`src/shared/msc_consts.svh`:
```
`ifndef MSC_CONSTS_SVH
`define MSC_CONSTS_SVH

// register byte offsets
`define MSC_OFF_CFG0     6'h00
`define MSC_OFF_CFG1     6'h04
`define MSC_OFF_EN0      6'h08
`define MSC_OFF_EN1      6'h0c
`define MSC_OFF_RATE0    6'h10
`define MSC_OFF_RATE1    6'h14
`define MSC_OFF_DEV0     6'h18
`define MSC_OFF_DEV1     6'h1c
`define MSC_OFF_STATUS   6'h20
`define MSC_OFF_TRIGCTL  6'h24

// configuration fields
`define MSC_CFG_SHAPE_LSB 0
`define MSC_CFG_SRC_LSB   4

// modulation type bit positions in the enable register
`define MSC_MOD_AM       0
`define MSC_MOD_FM       1
`define MSC_MOD_PM       2
`define MSC_MOD_PWM      3
`define MSC_MOD_PSK      4
`define MSC_MOD_FSK      5
`define MSC_MOD_COUNT    6
`define MSC_EN_SWEEP     8
`define MSC_EN_BURST     9
`define MSC_EN_PULSE     12

// status fields
`define MSC_ST_REJECT    0
`define MSC_ST_KEY0      1
`define MSC_ST_KEY1      2
`define MSC_ST_TRIG      3

// reset values
`define MSC_CFG_RESET    32'h0000_0000
`define MSC_EN_RESET     32'h0000_0000
`define MSC_RATE_RESET   32'h03e8_03e8
`define MSC_DEV_RESET    32'h0000_0000

// external level full scale is 2 to this power
`define MSC_LEVEL_SHIFT  11

// bus answers
`define MSC_RESP_OKAY    2'b00
`define MSC_RESP_SLVERR  2'b10
`define MSC_RESP_DECERR  2'b11

`endif

```
`src/shared/msc_pkg.sv`:
```
package msc_pkg;

  typedef enum logic [2:0] {
    shape_sine,
    shape_a,
    shape_rising_ramp,
    shape_falling_ramp,
    shape_b,
    shape_noise,
    shape_pseudo_random_bits,
    shape_arbitrary
  } msc_shape_t;

  typedef enum logic [1:0] {
    source_internal,
    source_external,
    source_channel_one,
    source_channel_two
  } msc_source_t;

  typedef struct packed {
    logic [5:0]         mod_en;
    logic               sweep_en;
    logic               burst_en;
    logic               shape_active;
    msc_shape_t         shape;
    msc_source_t        source;
    logic               key_alt;
    logic signed [15:0] ext_offset;
  } msc_chan_out_t;

endpackage : msc_pkg

```
`src/hw/msc_ext_scale.sv`:
```
`timescale 1ns/10ps
`include "msc_consts.svh"

module msc_ext_scale
  import msc_pkg::*;
#(
  parameter int LEVEL_W = 12,
  parameter int DEV_W   = 16
) (
  input  wire logic                      CLK_SYS,
  input  wire logic                      RESET,
  input  wire logic                      active,
  input  wire logic signed [LEVEL_W-1:0] level,
  input  wire logic        [DEV_W-1:0]   deviation,
  output logic signed      [DEV_W-1:0]   offset
);

  initial begin
    if (LEVEL_W != `MSC_LEVEL_SHIFT + 1) $error("msc_ext_scale: LEVEL_W must match full scale");
    if (DEV_W < 2) $error("msc_ext_scale: DEV_W too small");
  end

  logic signed [LEVEL_W+DEV_W:0] product;

  // full negative level gives minus the whole deviation, full positive 2047/2048 of it
  assign product = level * $signed({1'b0, deviation});

  // registered offset, zero unless the external source drives this channel
  always_ff @(posedge CLK_SYS) begin
    if (RESET) begin
      offset <= '0;
    end else if (active) begin
      offset <= product[`MSC_LEVEL_SHIFT +: DEV_W];
    end else begin
      offset <= '0;
    end
  end

endmodule : msc_ext_scale

```
`src/hw/msc_key_gen.sv`:
```
`timescale 1ns/10ps
`include "msc_consts.svh"

module msc_key_gen
  import msc_pkg::*;
#(
  parameter int RATE_W = 16
) (
  input  wire logic              CLK_SYS,
  input  wire logic              RESET,
  input  wire logic              run,
  input  wire logic              use_ext,
  input  wire logic              trig_level,
  input  wire logic [RATE_W-1:0] half_period,
  output logic                   key_alt
);

  initial begin
    if (RATE_W < 2) $error("msc_key_gen: RATE_W too small");
  end

  logic [RATE_W-1:0] count;
  logic              tick;
  logic              int_key;

  assign tick = (count == '0);

  // divider giving a one-cycle tick every half_period cycles
  always_ff @(posedge CLK_SYS) begin
    if (RESET || !run) begin
      count <= '0;
    end else if (tick) begin
      count <= (half_period == '0) ? '0 : half_period - 1'b1;
    end else begin
      count <= count - 1'b1;
    end
  end

  // internal key alternates carrier and alternate on each tick
  always_ff @(posedge CLK_SYS) begin
    if (RESET || !run) begin
      int_key <= 1'b0;
    end else if (tick) begin
      int_key <= ~int_key;
    end
  end

  // external key follows the trigger level only, no edge polarity
  always_ff @(posedge CLK_SYS) begin
    if (RESET || !run) begin
      key_alt <= 1'b0;
    end else if (use_ext) begin
      key_alt <= trig_level;
    end else begin
      key_alt <= int_key;
    end
  end

endmodule : msc_key_gen

```
`src/hw/msc_top.sv`:
```
`timescale 1ns/10ps
`include "msc_consts.svh"

module msc_top
  import msc_pkg::*;
#(
  parameter int ADDR_W  = 6,
  parameter int LEVEL_W = 12
) (
  input  wire logic                      CLK_SYS,
  input  wire logic                      RESET,
  input  wire logic                      S_AXI_AWVALID,
  output logic                           S_AXI_AWREADY,
  input  wire logic [ADDR_W-1:0]         S_AXI_AWADDR,
  input  wire logic [2:0]                S_AXI_AWPROT,
  input  wire logic                      S_AXI_WVALID,
  output logic                           S_AXI_WREADY,
  input  wire logic [31:0]               S_AXI_WDATA,
  input  wire logic [3:0]                S_AXI_WSTRB,
  output logic                           S_AXI_BVALID,
  input  wire logic                      S_AXI_BREADY,
  output logic [1:0]                     S_AXI_BRESP,
  input  wire logic                      S_AXI_ARVALID,
  output logic                           S_AXI_ARREADY,
  input  wire logic [ADDR_W-1:0]         S_AXI_ARADDR,
  input  wire logic [2:0]                S_AXI_ARPROT,
  output logic                           S_AXI_RVALID,
  input  wire logic                      S_AXI_RREADY,
  output logic [31:0]                    S_AXI_RDATA,
  output logic [1:0]                     S_AXI_RRESP,
  input  wire logic                      TRIG_IN,
  input  wire logic signed [LEVEL_W-1:0] EXT_LEVEL,
  output logic                           TRIG_EDGE_POLARITY,
  output msc_chan_out_t [1:0]            CHAN_OUT
);

  initial begin
    if (ADDR_W < 6) $error("msc_top: ADDR_W must reach the register map");
    if (LEVEL_W != `MSC_LEVEL_SHIFT + 1) $error("msc_top: LEVEL_W must match full scale");
  end

  // merge a write into a word under the byte strobes
  function automatic logic [31:0] merge(input logic [31:0] old, input logic [31:0] data,
                                        input logic [3:0] strb);
    logic [31:0] r;
    r = old;
    for (int b = 0; b < 4; b++) begin
      if (strb[b]) begin
        r[8*b +: 8] = data[8*b +: 8];
      end
    end
    return r;
  endfunction : merge

  // source field of one modulation type
  function automatic msc_source_t src_of(input logic [31:0] cfg, input int i);
    return msc_source_t'(cfg[`MSC_CFG_SRC_LSB + 2*i +: 2]);
  endfunction : src_of

  // source configuration check for channel ch
  function automatic logic cfg_ok(input logic ch, input logic [31:0] cfg);
    logic        ok;
    msc_source_t s;
    ok = 1'b1;
    for (int i = 0; i < `MSC_MOD_COUNT; i++) begin
      s = src_of(cfg, i);
      if ((i == `MSC_MOD_PSK || i == `MSC_MOD_FSK) &&
          (s == source_channel_one || s == source_channel_two)) begin
        ok = 1'b0;
      end
      if ((!ch && s == source_channel_one) || (ch && s == source_channel_two)) begin
        ok = 1'b0;
      end
    end
    return ok;
  endfunction : cfg_ok

  // enable word check
  function automatic logic en_ok(input logic [31:0] en);
    logic [2:0] n;
    n = '0;
    for (int i = 0; i < `MSC_MOD_COUNT; i++) begin
      n = n + {2'b00, en[i]};
    end
    return (n <= 3'd1) &&
           !(en[`MSC_MOD_PWM] && !en[`MSC_EN_PULSE]);
  endfunction : en_ok

  // source of the enabled type, internal when none is enabled
  function automatic msc_source_t active_src(input logic [31:0] cfg, input logic [31:0] en);
    msc_source_t s;
    s = source_internal;
    for (int i = 0; i < `MSC_MOD_COUNT; i++) begin
      if (en[i]) begin
        s = src_of(cfg, i);
      end
    end
    return s;
  endfunction : active_src

  logic [31:0]       cfg_reg  [2];
  logic [31:0]       en_reg   [2];
  logic [31:0]       rate_reg [2];
  logic [31:0]       dev_reg  [2];
  logic              reject;
  logic              edge_pol;
  logic [2:0]        trig_sync;
  logic              trig_level;
  logic              aw_held;
  logic              w_held;
  logic [ADDR_W-1:0] aw_addr;
  logic [31:0]       w_data;
  logic [3:0]        w_strb;
  logic              do_write;
  logic [5:0]        wr_off;
  logic              wr_ch;
  logic [31:0]       cfg_new;
  logic [31:0]       en_new;
  logic              wr_map;
  logic              wr_bad;
  logic              key_alt [2];
  logic [5:0]        rd_off;
  logic              rd_ch;
  logic [31:0]       next_rdata;
  logic [1:0]        next_rresp;

  // write address and data are taken in either order and held
  assign S_AXI_AWREADY = !aw_held && !S_AXI_BVALID;
  assign S_AXI_WREADY  = !w_held && !S_AXI_BVALID;
  assign do_write      = aw_held && w_held && !S_AXI_BVALID;
  assign wr_off        = {aw_addr[5:2], 2'b00};
  assign wr_ch         = aw_addr[2];
  assign cfg_new       = merge(cfg_reg[wr_ch], w_data, w_strb);
  assign en_new        = merge(en_reg[wr_ch], w_data, w_strb);

  always_ff @(posedge CLK_SYS) begin
    if (RESET) begin
      aw_held <= 1'b0;
      aw_addr <= '0;
    end else if (S_AXI_AWVALID && S_AXI_AWREADY) begin
      aw_held <= 1'b1;
      aw_addr <= S_AXI_AWADDR;
    end else if (do_write) begin
      aw_held <= 1'b0;
    end
  end

  always_ff @(posedge CLK_SYS) begin
    if (RESET) begin
      w_held <= 1'b0;
      w_data <= '0;
      w_strb <= '0;
    end else if (S_AXI_WVALID && S_AXI_WREADY) begin
      w_held <= 1'b1;
      w_data <= S_AXI_WDATA;
      w_strb <= S_AXI_WSTRB;
    end else if (do_write) begin
      w_held <= 1'b0;
    end
  end

  // decode the held write and decide whether it is refused
  always_comb begin
    wr_map = 1'b1;
    wr_bad = 1'b0;
    if ((aw_addr >> 6) != '0) begin
      wr_map = 1'b0;
    end else if (wr_off == `MSC_OFF_CFG0 || wr_off == `MSC_OFF_CFG1) begin
      wr_bad = !cfg_ok(wr_ch, cfg_new);
    end else if (wr_off == `MSC_OFF_EN0 || wr_off == `MSC_OFF_EN1) begin
      wr_bad = !en_ok(en_new);
    end else if (wr_off == `MSC_OFF_RATE0 || wr_off == `MSC_OFF_RATE1) begin
      wr_bad = 1'b0;
    end else if (wr_off == `MSC_OFF_DEV0 || wr_off == `MSC_OFF_DEV1) begin
      wr_bad = 1'b0;
    end else if (wr_off == `MSC_OFF_STATUS || wr_off == `MSC_OFF_TRIGCTL) begin
      wr_bad = 1'b0;
    end else begin
      wr_map = 1'b0;
    end
  end

  // write response, error for refused or unmapped writes
  always_ff @(posedge CLK_SYS) begin
    if (RESET) begin
      S_AXI_BVALID <= 1'b0;
      S_AXI_BRESP  <= `MSC_RESP_OKAY;
    end else if (do_write) begin
      S_AXI_BVALID <= 1'b1;
      if (!wr_map) begin
        S_AXI_BRESP <= `MSC_RESP_DECERR;
      end else if (wr_bad) begin
        S_AXI_BRESP <= `MSC_RESP_SLVERR;
      end else begin
        S_AXI_BRESP <= `MSC_RESP_OKAY;
      end
    end else if (S_AXI_BREADY) begin
      S_AXI_BVALID <= 1'b0;
    end
  end

  // source and shape per channel, whole write dropped when refused
  always_ff @(posedge CLK_SYS) begin
    if (RESET) begin
      cfg_reg[0] <= `MSC_CFG_RESET;
      cfg_reg[1] <= `MSC_CFG_RESET;
    end else if (do_write && wr_map && !wr_bad &&
                 (wr_off == `MSC_OFF_CFG0 || wr_off == `MSC_OFF_CFG1)) begin
      cfg_reg[wr_ch] <= cfg_new & 32'h0000_fff7;
    end
  end

  // enables, sweep and burst are cleared by any modulation enable
  always_ff @(posedge CLK_SYS) begin
    if (RESET) begin
      en_reg[0] <= `MSC_EN_RESET;
      en_reg[1] <= `MSC_EN_RESET;
    end else if (do_write && wr_map && !wr_bad &&
                 (wr_off == `MSC_OFF_EN0 || wr_off == `MSC_OFF_EN1)) begin
      en_reg[wr_ch] <= en_new & 32'h0000_133f;
      if (|en_new[`MSC_MOD_COUNT-1:0]) begin
        en_reg[wr_ch][`MSC_EN_SWEEP] <= 1'b0;
        en_reg[wr_ch][`MSC_EN_BURST] <= 1'b0;
      end
    end
  end

  // keying rates and deviations per channel
  always_ff @(posedge CLK_SYS) begin
    if (RESET) begin
      rate_reg[0] <= `MSC_RATE_RESET;
      rate_reg[1] <= `MSC_RATE_RESET;
      dev_reg[0]  <= `MSC_DEV_RESET;
      dev_reg[1]  <= `MSC_DEV_RESET;
    end else if (do_write && wr_map) begin
      if (wr_off == `MSC_OFF_RATE0 || wr_off == `MSC_OFF_RATE1) begin
        rate_reg[wr_ch] <= merge(rate_reg[wr_ch], w_data, w_strb);
      end else if (wr_off == `MSC_OFF_DEV0 || wr_off == `MSC_OFF_DEV1) begin
        dev_reg[wr_ch] <= merge(dev_reg[wr_ch], w_data, w_strb) & 32'h0000_ffff;
      end
    end
  end

  // sticky refusal flag, a new refusal wins over a clear
  always_ff @(posedge CLK_SYS) begin
    if (RESET) begin
      reject <= 1'b0;
    end else if (do_write && wr_map && wr_bad) begin
      reject <= 1'b1;
    end else if (do_write && wr_off == `MSC_OFF_STATUS && w_strb[0] &&
                 w_data[`MSC_ST_REJECT]) begin
      reject <= 1'b0;
    end
  end

  // trigger edge polarity is only stored, read back and driven on TRIG_EDGE_POLARITY, the trigger logic ignores it
  always_ff @(posedge CLK_SYS) begin
    if (RESET) begin
      edge_pol <= 1'b0;
    end else if (do_write && wr_off == `MSC_OFF_TRIGCTL && w_strb[0]) begin
      edge_pol <= w_data[0];
    end
  end

  assign TRIG_EDGE_POLARITY = edge_pol;

  // trigger pin synchroniser, level changes once stages two and three agree
  always_ff @(posedge CLK_SYS) begin
    if (RESET) begin
      trig_sync  <= '0;
      trig_level <= 1'b0;
    end else begin
      trig_sync <= {trig_sync[1:0], TRIG_IN};
      if (trig_sync[1] == trig_sync[2]) begin
        trig_level <= trig_sync[2];
      end
    end
  end

  // read decode
  assign S_AXI_ARREADY = !S_AXI_RVALID;
  assign rd_off        = {S_AXI_ARADDR[5:2], 2'b00};
  assign rd_ch         = S_AXI_ARADDR[2];

  always_comb begin
    next_rdata = '0;
    next_rresp = `MSC_RESP_OKAY;
    if ((S_AXI_ARADDR >> 6) != '0) begin
      next_rresp = `MSC_RESP_DECERR;
    end else if (rd_off == `MSC_OFF_CFG0 || rd_off == `MSC_OFF_CFG1) begin
      next_rdata = cfg_reg[rd_ch];
    end else if (rd_off == `MSC_OFF_EN0 || rd_off == `MSC_OFF_EN1) begin
      next_rdata = en_reg[rd_ch];
    end else if (rd_off == `MSC_OFF_RATE0 || rd_off == `MSC_OFF_RATE1) begin
      next_rdata = rate_reg[rd_ch];
    end else if (rd_off == `MSC_OFF_DEV0 || rd_off == `MSC_OFF_DEV1) begin
      next_rdata = dev_reg[rd_ch];
    end else if (rd_off == `MSC_OFF_STATUS) begin
      next_rdata[`MSC_ST_REJECT] = reject;
      next_rdata[`MSC_ST_KEY0]   = key_alt[0];
      next_rdata[`MSC_ST_KEY1]   = key_alt[1];
      next_rdata[`MSC_ST_TRIG]   = trig_level;
    end else if (rd_off == `MSC_OFF_TRIGCTL) begin
      next_rdata[0] = edge_pol;
    end else begin
      next_rresp = `MSC_RESP_DECERR;
    end
  end

  // read answer registered on the same edge that takes the address
  always_ff @(posedge CLK_SYS) begin
    if (RESET) begin
      S_AXI_RVALID <= 1'b0;
      S_AXI_RDATA  <= '0;
      S_AXI_RRESP  <= `MSC_RESP_OKAY;
    end else if (S_AXI_ARVALID && S_AXI_ARREADY) begin
      S_AXI_RVALID <= 1'b1;
      S_AXI_RDATA  <= next_rdata;
      S_AXI_RRESP  <= next_rresp;
    end else if (S_AXI_RREADY) begin
      S_AXI_RVALID <= 1'b0;
    end
  end

  // per channel datapath
  for (genvar c = 0; c < 2; c++) begin : g_chan
    msc_source_t       src;
    logic              keying;
    logic              key_ext;
    logic [15:0]       half;
    logic signed [15:0] offset;

    assign src     = active_src(cfg_reg[c], en_reg[c]);
    assign keying  = en_reg[c][`MSC_MOD_PSK] | en_reg[c][`MSC_MOD_FSK];
    assign key_ext = (src == source_external);
    // phase keying rate low half, frequency keying rate high half
    assign half    = en_reg[c][`MSC_MOD_FSK] ? rate_reg[c][31:16] : rate_reg[c][15:0];

    msc_key_gen #(
      .RATE_W (16)
    ) u_key (
      .CLK_SYS     (CLK_SYS),
      .RESET       (RESET),
      .run         (keying),
      .use_ext     (key_ext),
      .trig_level  (trig_level),
      .half_period (half),
      .key_alt     (key_alt[c])
    );

    msc_ext_scale #(
      .LEVEL_W (LEVEL_W),
      .DEV_W   (16)
    ) u_scale (
      .CLK_SYS   (CLK_SYS),
      .RESET     (RESET),
      .active    (key_ext && !keying && |en_reg[c][3:0]),
      .level     (EXT_LEVEL),
      .deviation (dev_reg[c][15:0]),
      .offset    (offset)
    );

    // channel outputs
    assign CHAN_OUT[c].mod_en       = en_reg[c][`MSC_MOD_COUNT-1:0];
    assign CHAN_OUT[c].sweep_en     = en_reg[c][`MSC_EN_SWEEP];
    assign CHAN_OUT[c].burst_en     = en_reg[c][`MSC_EN_BURST];
    assign CHAN_OUT[c].shape_active = (src == source_internal) && !keying;
    assign CHAN_OUT[c].shape        = msc_shape_t'(cfg_reg[c][`MSC_CFG_SHAPE_LSB +: 3]);
    assign CHAN_OUT[c].source       = src;
    assign CHAN_OUT[c].key_alt      = key_alt[c];
    assign CHAN_OUT[c].ext_offset   = offset;
  end

endmodule : msc_top

```
`config.mk`:
```
export PLATFORM = sky130hd
export DESIGN_NAME = msc_top
export DESIGN_NICKNAME = d
export VERILOG_FILES = /design/src/shared/msc_pkg.sv /design/src/hw/msc_ext_scale.sv /design/src/hw/msc_key_gen.sv /design/src/hw/msc_top.sv
export VERILOG_INCLUDE_DIRS = /design/src /design/src/shared
export SDC_FILE = /design/constraint.sdc
export NUM_CORES = 1
export LEC_CHECK = 0
export BUFFER_PORTS_ARGS = -buffer_cell sky130_fd_sc_hd__buf_2
export CAP_MARGIN = 15
export CORE_ASPECT_RATIO = 1.75
export CORE_MARGIN = 2
export CORE_UTILIZATION = 53
export DETAILED_ROUTE_END_ITERATION = 7
export PLACE_DENSITY = 0.71
export SYNTH_ARGS = -nofsm -noshare
export SYNTH_HDL_FRONTEND = slang
export SYNTH_HIERARCHICAL = 1
export SYNTH_SLANG_ARGS = --single-unit
```
`constraint.sdc`:
```
create_clock -name CLK_SYS -period 14.48 [get_ports CLK_SYS]
set_input_delay 0.724 -clock CLK_SYS [delete_from_list [all_inputs] [get_ports CLK_SYS]]
set_output_delay 0.724 -clock CLK_SYS [all_outputs]
set_load 0.05 [all_outputs]
```
==> results.md, run 1 <==
Clock network:
- Hold repair after CTS inserted 0 buffers.
- In this run, post-CTS repair resized a total of 0 instances.
- The clock transition time at the flip-flop clock pins of the worst setup and hold paths is 0.06 ns.
- The count of buffers added by post-CTS timing repair for setup is 0.
- In this run the number of H-tree levels came out at 1.
- In this run, CTS created clock tree buffers numbering 29.
- TritonCTS built the clock tree.
- The clock latency at the later pin of the worst-skew pair is 0.57 ns.
- CTS saw 298 sinks.
- The clock tree buffer depth is 3.
- The root buffer cell chosen for the clock tree is clkbuf_16.

Timing:
- The total of endpoints with negative setup slack in the final report is 0.
- The worst hold-check slack is 0.354 ns.
- The setup skew after layout is 0.0265 ns.
- The worst-margin pin slew is 1.12 ns.
- The maximum operating frequency is 0.174 GHz.
- The worst path uses 39.7% of the clock period.
- The final count of hold timing violations is 0.
- The final-layout setup total negative slack is 0 ns.
- The worst slew margin relative to its limit is 24.5%.
- The final count of pins violating max slew is 0.
- The worst path needs 5.75 ns of the cycle, external delays included.
- Setup repair after global routing left no endpoint under its margin.

Setup path:
- The critical path data required time is 14.91 ns.
- STA puts the critical path data arrival time at 6.18 ns.
- The biggest fanout along the worst timing path is 13.
- The worst setup path is of the input pin to flop kind.
- The element type at the critical path end is a flop.
- The launching element type of the critical path is an input pin.

Synthesis:
- Yosys mapped a number of flops with a built-in enable equal to 144.
- Sequential elements use 27.8% of the synthesized area.
- Among all cell types in the netlist, the one instantiated most often is nand2_1.
- The async set or reset register ratio after synthesis is 0%.
- Each instance of the synthesized netlist takes up on average 9.34 sq um.
- Summed over all instances, the cell type with the most area after synthesis is fa_1.
- The prevailing post-synth register cell is dfxtp_1.
- Summing every instance area after synthesis gives 26600 sq um.
- Sorting the synthesized cells by area gives the leading types as fa_1 21%, edfxtp_1 16%, dfxtp_1 12%.
- After synthesis the netlist holds a flip-flop and latch count of 298.
- The count of yosys warnings during synthesis is 6.
- The number of instances in the synthesized netlist is 2852.
- Ranked by instance count, the synthesized netlist is headed by 378 x nand2_1, 366 x inv_1, 281 x fa_1, 187 x and2_1, 185 x nor2_1.
- The synthesized design devotes to its leading area cell type 21.1% of total area.
- The number of distinct standard cells referenced by the synthesized netlist is 85.

Die:
- During I/O placement, the number of pins put on the boundary was 178.
- For this configuration, the core starts out at a cell density of 53.7%.
- In this run the vertical extent of the chip is 301 microns.
- The region available for standard cell placement spans 49600 sq um.
- The total number of placement rows is 108.
- The full die area is 52100 sq um.
- The die outline width is 173 microns.

Final layout:
- The flip-flop count of the largest register, all copies and words added is 64.
- The post-route cell area is 28600 sq um.
- The filler cell count is 4338.
- After the last flow step, the layout net total stands at 3410.
- The synthesis-to-layout area growth is 7.45%.
- Across the whole layout, storage elements account for 7410 sq um.
- The antenna diode instance count is 0.
- The number of non-filler instances in the completed layout is 3587.
- Summing all multi-input logic gate instances after layout gives 17100 sq um.
- Cells with a size suffix above 1 make up 12.1% of the layout.

Power:
- Summed over all cells, the static leakage comes to 12.8 nW.
- The power density relative to cell area is 140 nW/um^2.
- Power comes to 3.99 mW.
- The worst-case IR drop observed on VDD is 105 uV.

Drt:
- The detailed router finished its first iteration with 1376 violations.
- The via count is 20.7k.
- The aggregate routed wire length is 72900 microns.
- Once detail routing completed, the nets flagged for antenna violations numbered 0.
- After detailed routing, the average wire length per cell comes to 20.3 microns.
- In the routed layout, each cell is associated on average with a via count of 5.77.
- The pre-antenna-repair detailed-routing pass consisted of 6 iterations.
- In the routed design, unresolved DRC markers number 0.

Flow run:
- The max-cap check violation count is 0.

GRT:
- The wire length of the first global-routing pass is 115000 microns.
- The initial antenna violation count is 1.
- After global routing the overflow that remains totals 0.
- The via count of the first global-routing pass is 21.9k.
- For this run, the total global-route usage over all layers was measured as 28.2%.
- The maximum number of pins on one net before global-route repair is 52.

Status:
- The flow ran to the end, and the final reports show no timing, DRC or antenna violations.

Placement:
- The port buffer count is 167.
- The placed wire-length estimate after detailed placement is 56800 microns.
- The routability congestion estimate is 0.920.
- The number of placed instances, taps included is 3533.
- In this run the cell area measured after placement is 27700 sq um.

Worst hold path:
- The min-delay analysis places its worst path in the category input pin to flop.
layout make-up:
cell class,instances,share of cell area [%]
Inverter,366,4.80
Clock inverter,17,0.542
Timing Repair Buffer,181,3.30
Clock buffer,36,2.77
Multi-Input combinational cell,2029,59.8
Tap cell,660,2.89
Sequential cell,298,25.9
power by group:
| group | internal (mW) | total [mW] | leakage [nW] | switching (mW) |
|---|---|---|---|---|
| registers | 0.955 | 1.04 | 2.66 | 0.0902 |
| logic | 0.835 | 2.19 | 9.66 | 1.36 |
| clock network | 0.426 | 0.754 | 0.477 | 0.329 |
| total | 2.22 | 3.99 | 12.8 | 1.78 |
placed cells by master, fill, tap and decap left out, types with 36 or more instances in the layout:
master	Yosys	final
inv_1	366	367
and2_1	187	187
nor3_1	59	59
edfxtp_1	144	144
mux2_2	59	59
nor2_1	185	185
fa_1	281	281
xnor2_1	36	36
a21oi_1	119	119
nand2_1	378	378
mux2i_1	78	78
ha_1	150	150
o21ai_0	41	41
xor2_1	36	36
dfxtp_1	154	154
buf_2	14	166
nand2b_1	49	49
per-stage QoR:
step | worst slack (ns) | util (%)
final | 8.73 | 57.7
after global routing | 8.46 | 57.7
after CTS | 8.77 | 57.7
after detailed placement | 8.19 | 55.8
after global placement | 8.24 | 55.8
after floorplan | 9.04 | -
routing by layer:
layer  vias up  share of wire [%]  global-route usage (%)
met5         -              0.012                       0
met4         2                7.2                    18.1
met3       250                5.3                    3.04
met2       833                 53                    53.4
met1     10202                 34                    29.4
li1       9407                  -                       -
kinds of logic after synthesis:
kind of cell	share of synthesized area, %
simple gates	19.2
buf+inv	7.99
fa+ha+maj	28.2
compound gates	8.28
flops	27.8
mux	6.17
xor+xnor	2.37
other cells	0.0141
final timing paths:
kind / end / depth (start not counted) / from / slack [ns]
setup reg to reg: g_chan[0].u_scale/offset[9] / 16 / dev_reg[0][3] / 8.77
hold / removal: S_AXI_RVALID / 2 / S_AXI_RREADY / 0.35
setup / recovery: g_chan[0].u_scale/offset[8] / 17 / EXT_LEVEL[11] / 8.73
hold reg to reg: w_data[23] / 2 / w_data[23] / 0.46
critical path, cell delays in order:
cell and delay, ns:
buf_2 0.35, inv_1 0.38, nor2_1 0.26, fa_1 0.45, fa_1 0.52, fa_1 0.52
fa_1 0.55, inv_1 0.06, fa_1 0.57, inv_1 0.05, ha_1 0.41, a21oi_1 0.30
o21a_1 0.20, o21ai_0 0.17, a311oi_2 0.37, xor2_1 0.24, nor2_1 0.06
No activity file was read; power rests on OpenSTA's default activity.
==> run 2, diff against run 1 <==
ABC_AREA = 1   (was not set)
PLACE_DENSITY = 0.74   (was 0.71)
clock period = 5.15 ns   (was 14.48 ns; I/O delays follow)
==> run 2 against run 1 <==
- die area grew 4.4%
- largest cell class unchanged
- routed wire length grew 8.6%
- first-iteration DRC count grew 24%
- sequential share of layout area down 2.1 points
==> results.md, run 2 <==
Timing:
- The routed design could run at a clock period as short as 4.89 ns.
- RSZ-0062 raised after global routing: no (unchanged).
- The final count of hold timing violations was 0 (unchanged).
- The final-layout setup total negative slack came to 0 ns (unchanged).
- The worst slew margin relative to its limit is 25.8% (was 24.5%).
- The final count of pins violating max slew is 0 (unchanged).
- The total of endpoints with negative setup slack in the final report is 0 (unchanged).
- The worst-margin pin slew came to 1.11 ns (was 1.12 ns).
- The setup skew after layout is 0.0159 ns (was 0.0265 ns).
- The share of the clock period used by the worst path is 95.0%.
- Static timing analysis puts the maximum clock frequency at 0.204 GHz.
- The worst hold-check slack is 0.00956 ns (was 0.354 ns).

GRT:
- The leftover overflow at the end of global routing is 0 (unchanged).
- The maximum number of pins on one net before global-route repair came to 74 (was 52).
- The via count of the first global-routing pass is 24.9k (was 21.9k).
- The wire length of the first global-routing pass is 126000 microns (was 115000 microns).
- The global router's overall resource usage was 29.8% (was 28.2%).
- The initial antenna violation count is 2 (was 1).

Setup path:
- The element type at the critical path end is a flop (unchanged).
- The launching element type of the critical path is a flop (was input pin).
- The arrival time at the worst endpoint is 5.37 ns (was 6.18 ns).
- The kind of critical path is flop to flop (was input pin to flop).
- The biggest fanout along the worst timing path is 8 (was 13).
- The critical path launch point was dev_reg[0][12] (was EXT_LEVEL[11]).
- The startpoint of the lowest-slack register-to-register path is dev_reg[0][12] (was dev_reg[0][3]).
- The critical path data required time came to 5.63 ns (was 14.91 ns).

Power:
- The power density relative to cell area was 395 nW/um^2 (was 140 nW/um^2).
- The peak ir drop on the vdd network was 305 uV (was 105 uV).
- The static leakage came to 15.7 nW (was 12.8 nW).

Final layout:
- The flip-flop count of the largest register, all copies and words added is 64 (unchanged).
- Top library cells by usage in the layout, fill and taps aside: 1013 x nand2_1, 709 x inv_1, 343 x nor2_1 (was 378 x nand2_1, 367 x inv_1, 281 x fa_1).
- The register cell area after layout is 7410 sq um (unchanged).
- The post-route cell area is 31100 sq um (was 28600 sq um).
- The number of non-filler instances in the completed layout is 4595 (was 3587).
- The area used by multi-input combinational logic is 16900 sq um (was 17100 sq um).
- The filler cell count is 4755 (was 4338).
- The antenna diode instance count was 0 (unchanged).
- The most common cell after layout, fill and taps aside is nand2_1 (unchanged).
- The synthesis-to-layout area growth is 11.8% (was 7.45%).
- The proportion of layout cells with a drive suffix above 1 is 12.7% (was 12.1%).
- The number of nets in the layout is 4400 (was 3410).

Drt:
- The DRC violation total after the first TritonRoute iteration is 1705 (was 1376).
- The remaining design rule violation count is 0 (unchanged).
- The residual antenna-violating net count after detailed routing is 0 (unchanged).
- The via count normalized by instance count came to 5.33 (was 5.77).
- The number of search-and-repair iterations in the first detailed-routing pass is 6 (unchanged).
- The aggregate routed wire length is 79100 microns (was 72900 microns).
- The wire length per cell came to 17.2 microns (was 20.3 microns).
- The via count came to 24.5k (was 20.7k).

Synthesis:
- The number of distinct standard cells referenced by the synthesized netlist is 52 (was 85).
- The count of yosys warnings during synthesis was 6 (unchanged).
- The cell type with the highest aggregate area in the netlist is fa_1 (unchanged).
- The synthesized flop and latch total is 298 (unchanged).
- The average cell area after synthesis is 7.51 sq um (was 9.34 sq um).
- The sequential area share after synthesis is 26.6% (was 27.8%).
- The async set or reset register ratio after synthesis is 0% (unchanged).
- The count of flip-flops with a built-in enable after synthesis is 144 (unchanged).
- The area fraction in compound gates after synthesis came to 8.33% (was 8.28%).
- The post-synthesis adder-cell area fraction was 27.0% (was 28.2%).
- The number of instances in the synthesized netlist came to 3704 (was 2852).
- Area contributors post-synth: fa_1 20%, edfxtp_1 16%, nand2_1 14% (was fa_1 21%, edfxtp_1 16%, dfxtp_1 12%).
- The prevailing post-synth register cell is dfxtp_1 (unchanged).
- The area share of the largest cell type after synthesis is 20.2% (was 21.1%).
- The xor/xnor share of the synthesized area is 0.850% (was 2.37%).
- The mux share of post-synthesis cell area is 0.0360% (was 6.17%).
- The cell area after technology mapping was 27800 sq um (was 26600 sq um).
- The dominant combinational cell family by area after synthesis is adder cells (unchanged).
- The cell with the most instances after synthesis is nand2_1 (unchanged).
- Commonest cells in the netlist: 1014 x nand2_1, 709 x inv_1, 344 x nor2_1, 281 x fa_1, 178 x a21oi_1 (was 378 x nand2_1, 366 x inv_1, 281 x fa_1, 187 x and2_1, 185 x nor2_1).
- The area share of and/or/nand/nor cells after synthesis came to 24.5% (was 19.2%).

Die:
- The height of the chip was 307 microns (was 301 microns).
- The die outline width is 177 microns (was 173 microns).
- The initial core utilization came to 53.4% (was 53.7%).
- The full die area was 54400 sq um (was 52100 sq um).
- The total number of placement rows was 111 (was 108).
- The total core area was 52100 sq um (was 49600 sq um).
- The number of ports placed on the die boundary is 178 (unchanged).

Status:
- Outcome: completed (unchanged).

Clock network:
- The level count of the clock H-tree came to 1 (unchanged).
- The TritonCTS clock tree is yes (unchanged).
- The clock transition time at the flip-flop clock pins of the worst setup and hold paths is 0.07 ns (was 0.06 ns).
- The count of clock tree sinks came to 298 (unchanged).
- The clock latency at the later pin of the worst-skew pair is 0.59 ns (was 0.57 ns).
- The clock tree buffer depth is 3 (unchanged).
- The library cell used as clock root buffer is clkbuf_16 (unchanged).
- The number of buffers created by CTS is 28 (was 29).

Placement:
- The placed wire-length estimate after detailed placement came to 62600 microns (was 56800 microns).
- The port buffer count is 167 (unchanged).
- The total placed instance area is 29500 sq um (was 27700 sq um).
- The number of placed instances, taps included is 4479 (was 3533).
- The routability congestion estimate was 0.989 (was 0.920).

Worst hold path:
- The worst min-delay path class is input pin to flop (unchanged).
- The hold path startpoint was S_AXI_WDATA[2] (was S_AXI_RREADY).

Flow run:
- The max-cap check violation count came to 0 (unchanged).
-- run 2: path summary, 6_finish.rpt --
path,slack (ns),cells after the start,to
worst max-delay path,0.26,20,g_chan[0].u_scale/offset[13]
worst min-delay path,0.01,3,w_data[2]
worst max register to register,0.26,20,g_chan[0].u_scale/offset[13]
worst min register to register,0.44,2,trig_sync[2]
-- run 2: cells by family (layout without fill, tap and decap cells) --
family / after synthesis / count (layout)
AOI/OAI and AO/OA: 418 / 418
xor gates and xnor gates: 27 / 27
adders and majority gates: 431 / 431
buffers and inverters: 904 / 1114
DFF: 298 / 298
muxes: 1 / 1
other: 1 / 4
and+or+nand+nor: 1624 / 1624
-- run 2: where the power goes --
part	switching, mW	internal (mW)	total (mW)
Sequential	0.167	2.70	2.86
Clock	0.977	1.21	2.19
Combinational	4.67	2.56	7.23
Total	5.82	6.47	12.3
-- run 2: layout make-up --
type / count / area share, %
repair buffers: 322 / 7.06
clock inverters: 15 / 0.543
multi-input cells: 2505 / 54.4
flip-flops and latches: 298 / 23.8
inverters: 740 / 8.93
well taps: 678 / 2.73
clock buffers: 37 / 2.56
-- run 2: repair_timing --
item | 4_1_cts | 5_1_grt
hold buffers | 37 | 0
resized for setup | 0 | 14
setup endpoints to repair | 0 | 17
endpoints found under the hold margin | 37 | 0
buffers inserted | 0 | 26
-- run 2: per-stage QoR --
stage	total power, mW	util [%]	setup slack (ns)
6_report	12.3	59.8	0.259
3_5_place_dp	10.0	56.6	0.0799
5_1_grt	13.4	59.8	0.00101
4_1_cts	12.2	59.2	0.0599
3_3_place_gp	9.95	56.6	0.104
2_1_floorplan	8.24	-	0.452
-- run 2: per-layer routing --
metal  global-route usage, %  part of all wire (%)  up-vias  wire [microns]
met2                    54.8                    52      973           41300
met5                       0                 0.027        -              21
met1                    30.3                    33    11536           26400
met3                    3.85                   5.9      328            4670
met4                    21.9                   8.4        4            6660
li1                        -                     -    11630               -
-- run 2: worst max-delay path, cell delays in order, from the launching register on --
cell	delay [ns]
edfxtp_1	0.57
buf_6	0.22
nand2_1	0.06
inv_1	0.05
fa_1	0.49
inv_1	0.05
fa_1	0.48
fa_1	0.55
inv_1	0.06
fa_1	0.50
fa_1	0.50
ha_2	0.39
nand2_1	0.12
nor2_1	0.14
inv_1	0.08
nor2_1	0.13
nand3_1	0.09
nand3_1	0.16
nand2_1	0.07
nand2_1	0.06
nor2_1	0.04
